--- config.mk ---
export PLATFORM = sky130hd
export DESIGN_NAME = usid_top
export DESIGN_NICKNAME = d
export VERILOG_FILES = /design/src/logic/usid_pkg.sv /design/src/logic/usid_ir_demod.sv /design/src/logic/usid_top.sv
export SDC_FILE = /design/constraint.sdc
export NUM_CORES = 1
export LEC_CHECK = 0
export ABC_AREA = 1
export BUFFER_PORTS_ARGS = -buffer_cell sky130_fd_sc_hd__buf_2
export CAP_MARGIN = 20
export CORE_UTILIZATION = 55
export DETAILED_ROUTE_END_ITERATION = 10
export PLACE_DENSITY = 0.89
export SLEW_MARGIN = 20
export SYNTH_ARGS = -nofsm -noshare
export SYNTH_HDL_FRONTEND = slang
export SYNTH_HIERARCHICAL = 1
export SYNTH_SLANG_ARGS = --single-unit
--- constraint.sdc ---
create_clock -name CLK_SYS_I -period 1.65 [get_ports CLK_SYS_I]
set_input_delay 0 -clock CLK_SYS_I [delete_from_list [all_inputs] [get_ports CLK_SYS_I]]
set_output_delay 0 -clock CLK_SYS_I [all_outputs]
set_load 0.02 [all_outputs]
--- src/logic/usid_pkg.sv ---
// Constants shared by the serial status and infrared demodulator block
// Assumes a single 100 MHz system clock and an APB register port
package usid_pkg;

  // ==========================================================================
  // Register offsets (byte addresses)
  localparam logic [7:0] OFF_CMD    = 8'h00;
  localparam logic [7:0] OFF_MODE   = 8'h04;
  localparam logic [7:0] OFF_STATUS = 8'h08;
  localparam logic [7:0] OFF_MASK   = 8'h0C;
  localparam logic [7:0] OFF_IRFILT = 8'h10;
  localparam logic [7:0] OFF_BAUD   = 8'h14;
  localparam logic [7:0] OFF_TOVAL  = 8'h18;

  // ==========================================================================
  // Command bits of the control register (write-only)
  localparam int CMD_CLR_STATUS = 8;
  localparam int CMD_START_TO   = 11;
  localparam int CMD_CLR_NACK   = 14;

  // ==========================================================================
  // Mode register fields
  localparam int MODE_OP_LSB  = 0;
  localparam int MODE_OP_W    = 4;
  localparam int MODE_IR_BIT  = 4;
  localparam int MODE_TXE_BIT = 5;
  localparam logic [3:0] OP_SPI_SLAVE = 4'hF;

  // ==========================================================================
  // Channel status bits (mask register has the same layout)
  localparam int ST_PARITY = 0;
  localparam int ST_TO     = 1;
  localparam int ST_TXE    = 2;
  localparam int ST_REPEAT = 3;
  localparam int ST_URUN   = 4;
  localparam int ST_TXDMA  = 5;
  localparam int ST_RXDMA  = 6;
  localparam int ST_NACK   = 7;
  localparam int ST_CHG    = 8;
  localparam int ST_W      = 11;

  // ==========================================================================
  // Field widths and reset values
  localparam int IRFILT_W = 8;
  localparam int BAUD_W   = 11;
  localparam int TOVAL_W  = 16;
  localparam logic [5:0]          RST_MODE   = 6'h00;
  localparam logic [ST_W-1:0]     RST_MASK   = 11'h000;
  localparam logic [IRFILT_W-1:0] RST_IRFILT = 8'h00;
  localparam logic [BAUD_W-1:0]   RST_BAUD   = 11'h010;
  localparam logic [TOVAL_W-1:0]  RST_TOVAL  = 16'h0000;

  // ==========================================================================
  // Demodulator states
  typedef enum logic [1:0] {
    DM_IDLE  = 2'b00,
    DM_COUNT = 2'b01,
    DM_LOW   = 2'b10
  } usid_dm_e;

endpackage : usid_pkg

--- src/logic/usid_ir_demod.sv ---
// Infrared receive filter: stretches a short low pulse into one bit time
// Assumes the receive line is synchronous to the system clock
`timescale 1ns/1ps
`default_nettype none
module usid_ir_demod (
  input  wire logic                         clk_i,
  input  wire logic                         rstn_i,
  input  wire logic                         ir_en_i,
  input  wire logic                         rxd_i,
  input  wire logic [usid_pkg::IRFILT_W-1:0] filt_i,
  input  wire logic [usid_pkg::BAUD_W-1:0]   baud_i,
  output logic                              rxd_o
);

  usid_pkg::usid_dm_e             st_q;
  logic [usid_pkg::IRFILT_W-1:0] cnt_q;
  logic [usid_pkg::BAUD_W-1:0]   bit_q;
  logic                          rxd_q;
  logic                          fall;
  logic                          rise;

  assign fall = rxd_q & ~rxd_i;
  assign rise = ~rxd_q & rxd_i;

  // ==========================================================================
  // Filter counter and stretched output
  always_ff @(posedge clk_i) begin
    if (!rstn_i) begin
      st_q  <= usid_pkg::DM_IDLE;
      cnt_q <= usid_pkg::RST_IRFILT;
      bit_q <= usid_pkg::RST_BAUD;
      rxd_q <= 1'b1;
      rxd_o <= 1'b1;
    end else begin
      rxd_q <= rxd_i;
      if (!ir_en_i) begin
        st_q  <= usid_pkg::DM_IDLE;
        cnt_q <= filt_i;
        rxd_o <= rxd_i;
      end else begin
        case (st_q)
          usid_pkg::DM_IDLE: begin
            rxd_o <= 1'b1;
            cnt_q <= filt_i;
            if (fall) begin
              st_q <= usid_pkg::DM_COUNT;
            end
          end
          usid_pkg::DM_COUNT: begin
            if (rise) begin
              st_q  <= usid_pkg::DM_IDLE;
              cnt_q <= filt_i;
            end else if (cnt_q == '0) begin
              st_q  <= usid_pkg::DM_LOW;
              rxd_o <= 1'b0;
              bit_q <= baud_i;
            end else begin
              cnt_q <= cnt_q - 1'b1;
            end
          end
          usid_pkg::DM_LOW: begin
            if (bit_q <= 11'h001) begin
              st_q  <= usid_pkg::DM_IDLE;
              rxd_o <= 1'b1;
            end else begin
              bit_q <= bit_q - 1'b1;
            end
          end
          default: begin
            st_q <= usid_pkg::DM_IDLE;
          end
        endcase
      end
    end
  end

  // ==========================================================================
  // Checks
  logic [usid_pkg::BAUD_W-1:0] low_cnt_q;
  always_ff @(posedge clk_i) begin
    if (!rstn_i || rxd_o) begin
      low_cnt_q <= '0;
    end else begin
      low_cnt_q <= low_cnt_q + 1'b1;
    end
  end

  a_filt_load: assert property (@(posedge clk_i) disable iff (!rstn_i)
    ir_en_i && st_q == usid_pkg::DM_IDLE && fall |=> cnt_q == $past(filt_i))
    else $error("filter counter not loaded with filter value");
  a_count_down: assert property (@(posedge clk_i) disable iff (!rstn_i)
    ir_en_i && st_q == usid_pkg::DM_COUNT && !rise && cnt_q != '0
    |=> cnt_q == $past(cnt_q) - 8'h01)
    else $error("filter counter did not decrement");
  a_rise_stop: assert property (@(posedge clk_i) disable iff (!rstn_i)
    ir_en_i && st_q == usid_pkg::DM_COUNT && rise
    |=> st_q == usid_pkg::DM_IDLE && rxd_o)
    else $error("rising edge did not stop the filter");
  a_low_len: assert property (@(posedge clk_i) disable iff (!rstn_i)
    ir_en_i && $rose(rxd_o) && $past(st_q) == usid_pkg::DM_LOW
    |-> low_cnt_q == (baud_i == '0 ? 11'h001 : baud_i))
    else $error("demodulated low not one bit time");
  c_pulse: cover property (@(posedge clk_i) disable iff (!rstn_i)
    ir_en_i && $rose(rxd_o) && $past(st_q) == usid_pkg::DM_LOW);

endmodule : usid_ir_demod
`default_nettype wire

--- src/logic/usid_top.sv ---
// Serial channel status flags and infrared demodulator with APB registers
// Assumes APB master on CLK_SYS_I and all event inputs synchronous to it
//
// Contract
// - Filter uses 8-bit down counter from setting
// - Falling edge starts countdown each clock
// - Rising edge stops and reloads counter
// - Counter zero drives receiver low one bit
// - Parity flag sticky until clear-status command
// - Timeout flag after start; zero value reads 0
// - Tx empty needs both empty, enabled
// - Repetition flag sticky until clear-status command
// - Underrun only in SPI slave, sticky
// - Tx buffer-empty bit mirrors DMA signal
// - Rx buffer-full bit mirrors DMA signal
// - Nack flag sticky until clear-nack command
// - Ring change flag, cleared by status read
// - DSR change flag, cleared by status read
// - DCD change flag, cleared by status read
//
// The APB interface to the registers and the address map were chosen for this implementation.
`timescale 1ns/1ps
`default_nettype none
module usid_top (
  input  wire logic        CLK_SYS_I,
  input  wire logic        RSTN_I,
  input  wire logic        PSEL_I,
  input  wire logic        PENABLE_I,
  input  wire logic        PWRITE_I,
  input  wire logic [7:0]  PADDR_I,
  input  wire logic [31:0] PWDATA_I,
  output logic      [31:0] PRDATA_O,
  output logic             PREADY_O,
  output logic             PSLVERR_O,
  input  wire logic        PARITY_ERR_I,
  input  wire logic        TIMEOUT_EVT_I,
  input  wire logic        REPEAT_EVT_I,
  input  wire logic        UNDERRUN_I,
  input  wire logic        NACK_I,
  input  wire logic        THR_EMPTY_I,
  input  wire logic        TSR_EMPTY_I,
  input  wire logic        TX_DMA_BUF_EMPTY_I,
  input  wire logic        RX_DMA_BUF_FULL_I,
  input  wire logic        RING_I,
  input  wire logic        DSR_I,
  input  wire logic        DCD_I,
  input  wire logic        RXD_I,
  output logic             RXD_DEMOD_O,
  output logic             TX_ENABLE_O,
  output logic             IR_MODE_O,
  output logic [3:0]       OP_MODE_O,
  output logic [15:0]      TIMEOUT_VAL_O,
  output logic             IRQ_O
);

  // ==========================================================================
  // Address decode
  function automatic logic hit(input logic [7:0] a, input logic [7:0] off);
    hit = (a == off);
  endfunction : hit

  logic mapped;
  logic acc;
  logic wr;
  logic rd_setup;
  logic wr_cmd;

  assign mapped = hit(PADDR_I, usid_pkg::OFF_CMD)    | hit(PADDR_I, usid_pkg::OFF_MODE)
                | hit(PADDR_I, usid_pkg::OFF_STATUS) | hit(PADDR_I, usid_pkg::OFF_MASK)
                | hit(PADDR_I, usid_pkg::OFF_IRFILT) | hit(PADDR_I, usid_pkg::OFF_BAUD)
                | hit(PADDR_I, usid_pkg::OFF_TOVAL);
  assign acc      = PSEL_I & PENABLE_I;
  assign wr       = acc & PWRITE_I & mapped;
  assign rd_setup = PSEL_I & ~PENABLE_I & ~PWRITE_I;
  assign wr_cmd   = wr & hit(PADDR_I, usid_pkg::OFF_CMD);

  assign PREADY_O  = 1'b1;
  assign PSLVERR_O = acc & ~mapped;

  // ==========================================================================
  // Configuration registers
  logic [5:0]                    mode_q;
  logic [usid_pkg::ST_W-1:0]     mask_q;
  logic [usid_pkg::IRFILT_W-1:0] irfilt_q;
  logic [usid_pkg::BAUD_W-1:0]   baud_q;
  logic [usid_pkg::TOVAL_W-1:0]  toval_q;

  always_ff @(posedge CLK_SYS_I) begin
    if (!RSTN_I) begin
      mode_q   <= usid_pkg::RST_MODE;
      mask_q   <= usid_pkg::RST_MASK;
      irfilt_q <= usid_pkg::RST_IRFILT;
      baud_q   <= usid_pkg::RST_BAUD;
      toval_q  <= usid_pkg::RST_TOVAL;
    end else if (wr) begin
      if (hit(PADDR_I, usid_pkg::OFF_MODE)) begin
        mode_q <= PWDATA_I[5:0];
      end
      if (hit(PADDR_I, usid_pkg::OFF_MASK)) begin
        mask_q <= PWDATA_I[usid_pkg::ST_W-1:0];
      end
      if (hit(PADDR_I, usid_pkg::OFF_IRFILT)) begin
        irfilt_q <= PWDATA_I[usid_pkg::IRFILT_W-1:0];
      end
      if (hit(PADDR_I, usid_pkg::OFF_BAUD)) begin
        baud_q <= PWDATA_I[usid_pkg::BAUD_W-1:0];
      end
      if (hit(PADDR_I, usid_pkg::OFF_TOVAL)) begin
        toval_q <= PWDATA_I[usid_pkg::TOVAL_W-1:0];
      end
    end
  end

  logic [3:0] op_mode;
  logic       tx_en;
  logic       ir_en;

  assign op_mode       = mode_q[usid_pkg::MODE_OP_LSB +: usid_pkg::MODE_OP_W];
  assign tx_en         = mode_q[usid_pkg::MODE_TXE_BIT];
  assign ir_en         = mode_q[usid_pkg::MODE_IR_BIT];
  assign OP_MODE_O     = op_mode;
  assign TX_ENABLE_O   = tx_en;
  assign IR_MODE_O     = ir_en;
  assign TIMEOUT_VAL_O = toval_q;

  // ==========================================================================
  // Commands and write-one-to-clear on the status register
  logic                      clr_sta;
  logic                      clr_nack;
  logic                      start_to;
  logic [usid_pkg::ST_W-1:0] w1c;

  assign clr_sta  = wr_cmd & PWDATA_I[usid_pkg::CMD_CLR_STATUS];
  assign clr_nack = wr_cmd & PWDATA_I[usid_pkg::CMD_CLR_NACK];
  assign start_to = wr_cmd & PWDATA_I[usid_pkg::CMD_START_TO];
  assign w1c      = (wr & hit(PADDR_I, usid_pkg::OFF_STATUS))
                  ? PWDATA_I[usid_pkg::ST_W-1:0] : '0;

  // ==========================================================================
  // Sticky error flags: a set always beats a clear in the same cycle
  logic parity_q;
  logic replim_q;
  logic urun_q;
  logic nack_q;
  logic urun_set;

  assign urun_set = UNDERRUN_I & (op_mode == usid_pkg::OP_SPI_SLAVE);

  always_ff @(posedge CLK_SYS_I) begin
    if (!RSTN_I) begin
      parity_q <= 1'b0;
      replim_q <= 1'b0;
      urun_q   <= 1'b0;
    end else begin
      parity_q <= PARITY_ERR_I
                | (parity_q & ~clr_sta & ~w1c[usid_pkg::ST_PARITY]);
      replim_q <= REPEAT_EVT_I
                | (replim_q & ~clr_sta & ~w1c[usid_pkg::ST_REPEAT]);
      urun_q   <= urun_set
                | (urun_q & ~clr_sta & ~w1c[usid_pkg::ST_URUN]);
    end
  end

  always_ff @(posedge CLK_SYS_I) begin
    if (!RSTN_I) begin
      nack_q <= 1'b0;
    end else begin
      nack_q <= NACK_I
              | (nack_q & ~clr_nack & ~w1c[usid_pkg::ST_NACK]);
    end
  end

  // ==========================================================================
  // Receiver time-out, armed by the start command
  logic to_q;
  logic to_arm_q;
  logic to_set;

  assign to_set = TIMEOUT_EVT_I & to_arm_q;

  always_ff @(posedge CLK_SYS_I) begin
    if (!RSTN_I) begin
      to_q     <= 1'b0;
      to_arm_q <= 1'b0;
    end else begin
      to_arm_q <= start_to | (to_arm_q & ~TIMEOUT_EVT_I);
      to_q     <= to_set
                | (to_q & ~start_to & ~w1c[usid_pkg::ST_TO]);
    end
  end

  // ==========================================================================
  // Modem line change flags, cleared by a status read
  logic [2:0] line;
  logic [2:0] line_q;
  logic       line_vld_q;
  logic [2:0] chg_q;
  logic [2:0] chg_set;
  logic [2:0] rd_clr;
  logic       rd_done;

  assign line    = {DCD_I, DSR_I, RING_I};
  assign rd_done = acc & ~PWRITE_I & hit(PADDR_I, usid_pkg::OFF_STATUS);

  always_ff @(posedge CLK_SYS_I) begin
    if (!RSTN_I) begin
      line_q     <= 3'h0;
      line_vld_q <= 1'b0;
    end else begin
      line_q     <= line;
      line_vld_q <= 1'b1;
    end
  end

  genvar gi;
  generate
    for (gi = 0; gi < 3; gi++) begin : g_chg
      assign chg_set[gi] = line_vld_q & (line[gi] ^ line_q[gi]);
      // Only bits that the read actually returned as set are cleared
      assign rd_clr[gi]  = rd_done & PRDATA_O[usid_pkg::ST_CHG + gi];
      a_chg_kept: assert property (@(posedge CLK_SYS_I) disable iff (!RSTN_I)
        chg_set[gi] |=> chg_q[gi])
        else $error("modem line change lost");
      a_chg_clr: assert property (@(posedge CLK_SYS_I) disable iff (!RSTN_I)
        rd_clr[gi] && !chg_set[gi] |=> !chg_q[gi])
        else $error("change flag not cleared by status read");
    end
  endgenerate

  always_ff @(posedge CLK_SYS_I) begin
    if (!RSTN_I) begin
      chg_q <= 3'h0;
    end else begin
      chg_q <= chg_set
             | (chg_q & ~rd_clr & ~w1c[usid_pkg::ST_CHG +: 3]);
    end
  end

  // ==========================================================================
  // Status word and interrupt
  logic [usid_pkg::ST_W-1:0] status;

  always_comb begin
    status                     = '0;
    status[usid_pkg::ST_PARITY] = parity_q;
    status[usid_pkg::ST_TO]    = to_q & (toval_q != '0);
    status[usid_pkg::ST_TXE]   = tx_en & THR_EMPTY_I & TSR_EMPTY_I;
    status[usid_pkg::ST_REPEAT] = replim_q;
    status[usid_pkg::ST_URUN]  = urun_q;
    status[usid_pkg::ST_TXDMA] = TX_DMA_BUF_EMPTY_I;
    status[usid_pkg::ST_RXDMA] = RX_DMA_BUF_FULL_I;
    status[usid_pkg::ST_NACK]  = nack_q;
    status[usid_pkg::ST_CHG +: 3] = chg_q;
  end

  always_ff @(posedge CLK_SYS_I) begin
    if (!RSTN_I) begin
      IRQ_O <= 1'b0;
    end else begin
      IRQ_O <= |(status & mask_q);
    end
  end

  // ==========================================================================
  // Read data, captured in the setup phase
  always_ff @(posedge CLK_SYS_I) begin
    if (!RSTN_I) begin
      PRDATA_O <= 32'h0000_0000;
    end else if (rd_setup) begin
      PRDATA_O <= 32'h0000_0000;
      if (hit(PADDR_I, usid_pkg::OFF_MODE)) begin
        PRDATA_O[5:0] <= mode_q;
      end
      if (hit(PADDR_I, usid_pkg::OFF_STATUS)) begin
        PRDATA_O[usid_pkg::ST_W-1:0] <= status;
      end
      if (hit(PADDR_I, usid_pkg::OFF_MASK)) begin
        PRDATA_O[usid_pkg::ST_W-1:0] <= mask_q;
      end
      if (hit(PADDR_I, usid_pkg::OFF_IRFILT)) begin
        PRDATA_O[usid_pkg::IRFILT_W-1:0] <= irfilt_q;
      end
      if (hit(PADDR_I, usid_pkg::OFF_BAUD)) begin
        PRDATA_O[usid_pkg::BAUD_W-1:0] <= baud_q;
      end
      if (hit(PADDR_I, usid_pkg::OFF_TOVAL)) begin
        PRDATA_O[usid_pkg::TOVAL_W-1:0] <= toval_q;
      end
    end
  end

  // ==========================================================================
  // Infrared demodulator
  usid_ir_demod u_demod (
    .clk_i  (CLK_SYS_I),
    .rstn_i (RSTN_I),
    .ir_en_i(ir_en),
    .rxd_i  (RXD_I),
    .filt_i (irfilt_q),
    .baud_i (baud_q),
    .rxd_o  (RXD_DEMOD_O)
  );

  // ==========================================================================
  // Checks
  a_parity_hold: assert property (@(posedge CLK_SYS_I) disable iff (!RSTN_I)
    parity_q && !clr_sta && !w1c[usid_pkg::ST_PARITY] |=> parity_q)
    else $error("parity flag dropped without clear");
  a_parity_set: assert property (@(posedge CLK_SYS_I) disable iff (!RSTN_I)
    PARITY_ERR_I && clr_sta |=> parity_q)
    else $error("parity error lost against clear");
  a_to_cause: assert property (@(posedge CLK_SYS_I) disable iff (!RSTN_I)
    $rose(to_q) |-> $past(TIMEOUT_EVT_I) && $past(to_arm_q))
    else $error("timeout flag set without armed timeout");
  a_to_zero: assert property (@(posedge CLK_SYS_I) disable iff (!RSTN_I)
    rd_setup && hit(PADDR_I, usid_pkg::OFF_STATUS) && toval_q == '0
    |=> !PRDATA_O[usid_pkg::ST_TO])
    else $error("timeout reads set with zero value");
  a_txe_both: assert property (@(posedge CLK_SYS_I) disable iff (!RSTN_I)
    rd_setup && hit(PADDR_I, usid_pkg::OFF_STATUS)
    |=> PRDATA_O[usid_pkg::ST_TXE] == ($past(THR_EMPTY_I) && $past(TSR_EMPTY_I)
                                      && $past(tx_en)))
    else $error("tx empty bit wrong");
  a_repeat_set: assert property (@(posedge CLK_SYS_I) disable iff (!RSTN_I)
    REPEAT_EVT_I |=> replim_q)
    else $error("repetition flag not set");
  a_urun_mode: assert property (@(posedge CLK_SYS_I) disable iff (!RSTN_I)
    $rose(urun_q) |-> $past(op_mode) == usid_pkg::OP_SPI_SLAVE)
    else $error("underrun set outside SPI slave mode");
  a_txdma_mirror: assert property (@(posedge CLK_SYS_I) disable iff (!RSTN_I)
    rd_setup && hit(PADDR_I, usid_pkg::OFF_STATUS)
    |=> PRDATA_O[usid_pkg::ST_TXDMA] == $past(TX_DMA_BUF_EMPTY_I))
    else $error("tx buffer empty bit not mirrored");
  a_rxdma_mirror: assert property (@(posedge CLK_SYS_I) disable iff (!RSTN_I)
    rd_setup && hit(PADDR_I, usid_pkg::OFF_STATUS)
    |=> PRDATA_O[usid_pkg::ST_RXDMA] == $past(RX_DMA_BUF_FULL_I))
    else $error("rx buffer full bit not mirrored");
  a_nack_hold: assert property (@(posedge CLK_SYS_I) disable iff (!RSTN_I)
    NACK_I ##1 (!clr_nack && !w1c[usid_pkg::ST_NACK]) [*2] |=> nack_q)
    else $error("nack flag not held");
  a_irq_level: assert property (@(posedge CLK_SYS_I) disable iff (!RSTN_I)
    IRQ_O == $past(|(status & mask_q)))
    else $error("interrupt does not follow masked status");

  c_chg_read: cover property (@(posedge CLK_SYS_I) disable iff (!RSTN_I)
    |rd_clr && |chg_set);
  c_timeout: cover property (@(posedge CLK_SYS_I) disable iff (!RSTN_I)
    start_to ##[1:50] to_set);
  c_irq: cover property (@(posedge CLK_SYS_I) disable iff (!RSTN_I) $rose(IRQ_O));

endmodule : usid_top
`default_nettype wire

==> flow_metrics.py <==
metrics = {
    "timing": {
        "finalMaxSlewViolations": 0,
        "worstMarginPinSlew_ps": 713,
        "hold_viol_final": 0,
        "slew_headroom_pct": 52.5,
        "post-route-min-period_ps": 1510,
        "timing.clock.skew_ps": 14.2,
        "timing.final.crit_share_pct": 91.6,
        "max_freq_mhz": 662,
        "tns_ps": 0,
        "finalSetupViolCount": 0,
        "worst_slack_ps": 139,
        "rsz0062_at_grt": "false",
    },
    "placement": {
        "postPlaceCellArea_um2": 5970,
        "dpl.hpwl_mm": 10.6,
        "place_inst": 979,
        "port_buffers": 82,
        "place_congestion": 0.919,
        "pre_cts_ws_ps": -28.4,
    },
    "run_status": {
        "status": "finished clean",
    },
    "logic_synthesis": {
        "syn-cell-area_um2": 5410,
        "yosysWarnings": 6,
        "async_reset_ff_share_pct": 0,
        "synthFlopType": "dfxtp_1",
        "postSynthCellCount": 772,
        "synth.area.top_cells": "dfxtp_1 39%, nand2_1 12%, a21oi_1 6.9%",
        "yosysSeqAreaShare_pct": 38.9,
        "synth_top_cell_area_share_pct": 38.9,
        "synth.distinct_cells": 42,
        "synth.avg_cell_area_um2": 7.01,
        "yosysTopAreaCell": "dfxtp_1",
        "synth-seq-cells": 105,
        "synth_common_cells": "168 x nand2_1, 105 x dfxtp_1, 85 x nor2_1, 75 x a21oi_1, 69 x inv_1",
        "synth_most_common_cell": "nand2_1",
        "synth_edf_count": 0,
    },
    "hold_path": {
        "min-delay-path-class": "in -> reg",
        "min_to": "IRQ_O$_SDFF_PN0_",
        "worstHoldPathCells": 5,
        "hold_start": "RX_DMA_BUF_FULL_I",
    },
    "power_and_ir_drop": {
        "power.leakage_nw": 2.98,
        "power_density_nw_per_um2": 715,
        "total_power_mw": 4.62,
        "worst_ir_drop_vdd_mv": 0.550,
    },
    "global_route": {
        "grt_overflow_total": 0,
        "antenna_found_initial": 0,
        "grt_pass1_vias": 5212,
        "grt_max_degree": 76,
        "grt_usage_pct": 30.6,
        "grt_pass1_wl_mm": 24.6,
    },
    "clock_network": {
        "clk-insertion-delay-late_ps": 390,
        "root_buffer": "clkbuf_8",
        "clk_pin_slew_ps": 110,
        "clock-sinks": 105,
        "cts_tree": "yes",
        "cts_buffer_depth": 2,
        "post_cts_buffers": 0,
        "cts-htree-levels": 3,
        "cts_buffers": 9,
    },
    "die": {
        "row_count": 35,
        "ioPinCount": 116,
        "start_util_pct": 57.7,
        "die_w_um": 101,
        "core-area_um2": 9370,
        "die-area_um2": 10200,
        "die_h_um": 101,
    },
    "worst_setup_path": {
        "critical_path_class": "reg -> reg",
        "reg2regPathDepth": 10,
        "cp_max_fo": 14,
        "end_kind": "register",
        "worst_ep_required_time_ps": 1970,
        "rr_startpoint": "u_demod/cnt_q[1]$_SDFFE_PN0P_",
        "crit_slowest_cell": "dfxtp_1",
        "cp-start-kind": "register",
        "critical-path-max-stage-delay_ps": 310,
        "reg2reg_to": "u_demod/bit_q[8]$_SDFFE_PN0P_",
        "arrival_ps": 1830,
        "rrSetupSlack_ps": 140,
        "crit_chain": "inv_1 > ha_2 > nand3_4 > nor2_8 > nand3_4 > nand2_8 > nand2_8 > nand2_1 > nand2_1 > nor2_1",
    },
    "layout": {
        "fin_area_um2": 6460,
        "area_growth_pct": 19.4,
        "num_antenna_cells": 0,
        "fin_cells": 1020,
        "fillers": 760,
        "nets": 948,
        "drive_above_1_share_pct": 20.3,
    },
    "route": {
        "routed_wl_mm": 15.1,
        "vias": 5643,
        "vias_per_cell": 5.53,
        "drtPass1Iterations": 5,
        "postRouteAntennaNets": 0,
        "drc_errors": 0,
        "wire_per_inst_um": 14.8,
        "drt_iter0_drc": 558,
    },
    "run": {
        "max_cap_viol_count": 0,
    },
}
==> where the power goes <==
group / internal (mW) / switching, mW / leakage, nW
Sequential: 2.56 / 0.0189 / 0.849
Combinational: 0.127 / 0.214 / 2.03
Clock: 0.732 / 0.967 / 0.103
Total: 3.42 / 1.20 / 2.98
==> critical path: cells and delay by family (launching register included) <==
family / cells / cell delay, ps
DFF: 1 / 310
buffers and inverters: 1 / 110
and+or+nand+nor: 8 / 820
adders and majority gates: 1 / 220
==> through the flow <==
| step | hold WS [ps] | util [%] |
|---|---|---|
| 2_1_floorplan | 27.7 | - |
| 3_3_place_gp | 206 | 63.7 |
| 3_5_place_dp | 220 | 63.7 |
| 4_1_cts | 74.1 | 68.6 |
| 5_1_grt | 106 | 68.9 |
| 6_report | 70.8 | 68.9 |
==> area by class of cell <==
cell class | count | area, µm² | area share, %
Clock buffer | 9 | 124 | 1.92
Timing Repair Buffer | 134 | 876 | 13.6
Sequential cell | 105 | 2100 | 32.5
Multi-Input combinational cell | 562 | 2830 | 43.9
Clock inverter | 7 | 83.8 | 1.30
Inverter | 74 | 279 | 4.32
Tap cell | 129 | 161 | 2.50
==> state kept, by name, summed over array words and instances, names as in the netlist <==
register and count:
PRDATA_O 16, mask_q 11, to_arm_q 1, line_q 3, replim_q 1, urun_q 1, TIMEOUT_VAL_O 16, u_demod/bit_q 11
u_demod/rxd_q 1, u_demod/rxd_o 1, parity_q 1, mode_q 6, baud_q 11, IRQ_O 1, nack_q 1, to_q 1
chg_q 3, u_demod/cnt_q 8, irfilt_q 8, u_demod/st_q 2, line_vld_q 1
==> layer usage <==
metal  wire (µm)  global-route usage, %  vias to the layer above
met3        1270                   6.07                       42
met5           0                      0                        -
met1        6120                   38.8                     2582
met4         425                   12.2                        0
li1            -                      -                     2713
met2        7260                   51.5                      306
==> timing repair <==
item,CTS,global route
endpoints found under the hold margin,41,0
setup endpoints to repair,0,12
gates resized for setup,0,6
hold buffers,25,0
==> cells in the final DEF (no fill, tap or decap), drive strengths merged <==
cell / n
o211ai: 1
clkinvlp: 1
clkbuf: 9
a211oi: 3
conb: 17
ha: 4
nor3: 9
inv: 76
nand4: 8
a31oi: 2
nand2: 184
xnor2: 1
a21oi: 84
nand3: 54
a21boi: 1
clkinv: 3
nor2: 100
o2111ai: 2
o21ai: 75
nand3b: 4
dlygate4sd3: 25
dfxtp: 105
or2: 2
a221oi: 3
o21bai: 3
mux2i: 1
xor2: 4
bufinv: 1
buf: 109
==> logic make-up after synthesis <==
logic type      Yosys count  share of synthesized area [%]
compound gates          174                           17.5
buf+inv                 120                           10.3
simple gates            361                           31.3
fa+ha+maj                 4                          0.925
mux                       1                          0.185
xor+xnor                  5                          0.810
flops                   105                           38.9
other cells               2                          0.139
==> how the worst max path moves through the flow <==
stage | startpoint | to | slack [ps] | depth (start not counted)
CTS | u_demod/cnt_q[1]$_SDFFE_PN0P_ | u_demod/bit_q[8]$_SDFFE_PN0P_ | 50 | 10
floorplan | u_demod/cnt_q[0]$_SDFFE_PN0P_ | u_demod/bit_q[10]$_SDFFE_PN0P_ | 190 | 10
global placement | PADDR_I[7] | chg_q[2]$_SDFF_PN0_ | 110 | 11
finish | u_demod/cnt_q[1]$_SDFFE_PN0P_ | u_demod/bit_q[8]$_SDFFE_PN0P_ | 140 | 10
detailed placement | PADDR_I[7] | chg_q[1]$_SDFF_PN0_ | -30 | 11
global route | u_demod/cnt_q[1]$_SDFFE_PN0P_ | u_demod/cnt_q[6]$_SDFFE_PN0P_ | 1 | 10
No activity file was read; power rests on OpenSTA's default activity.
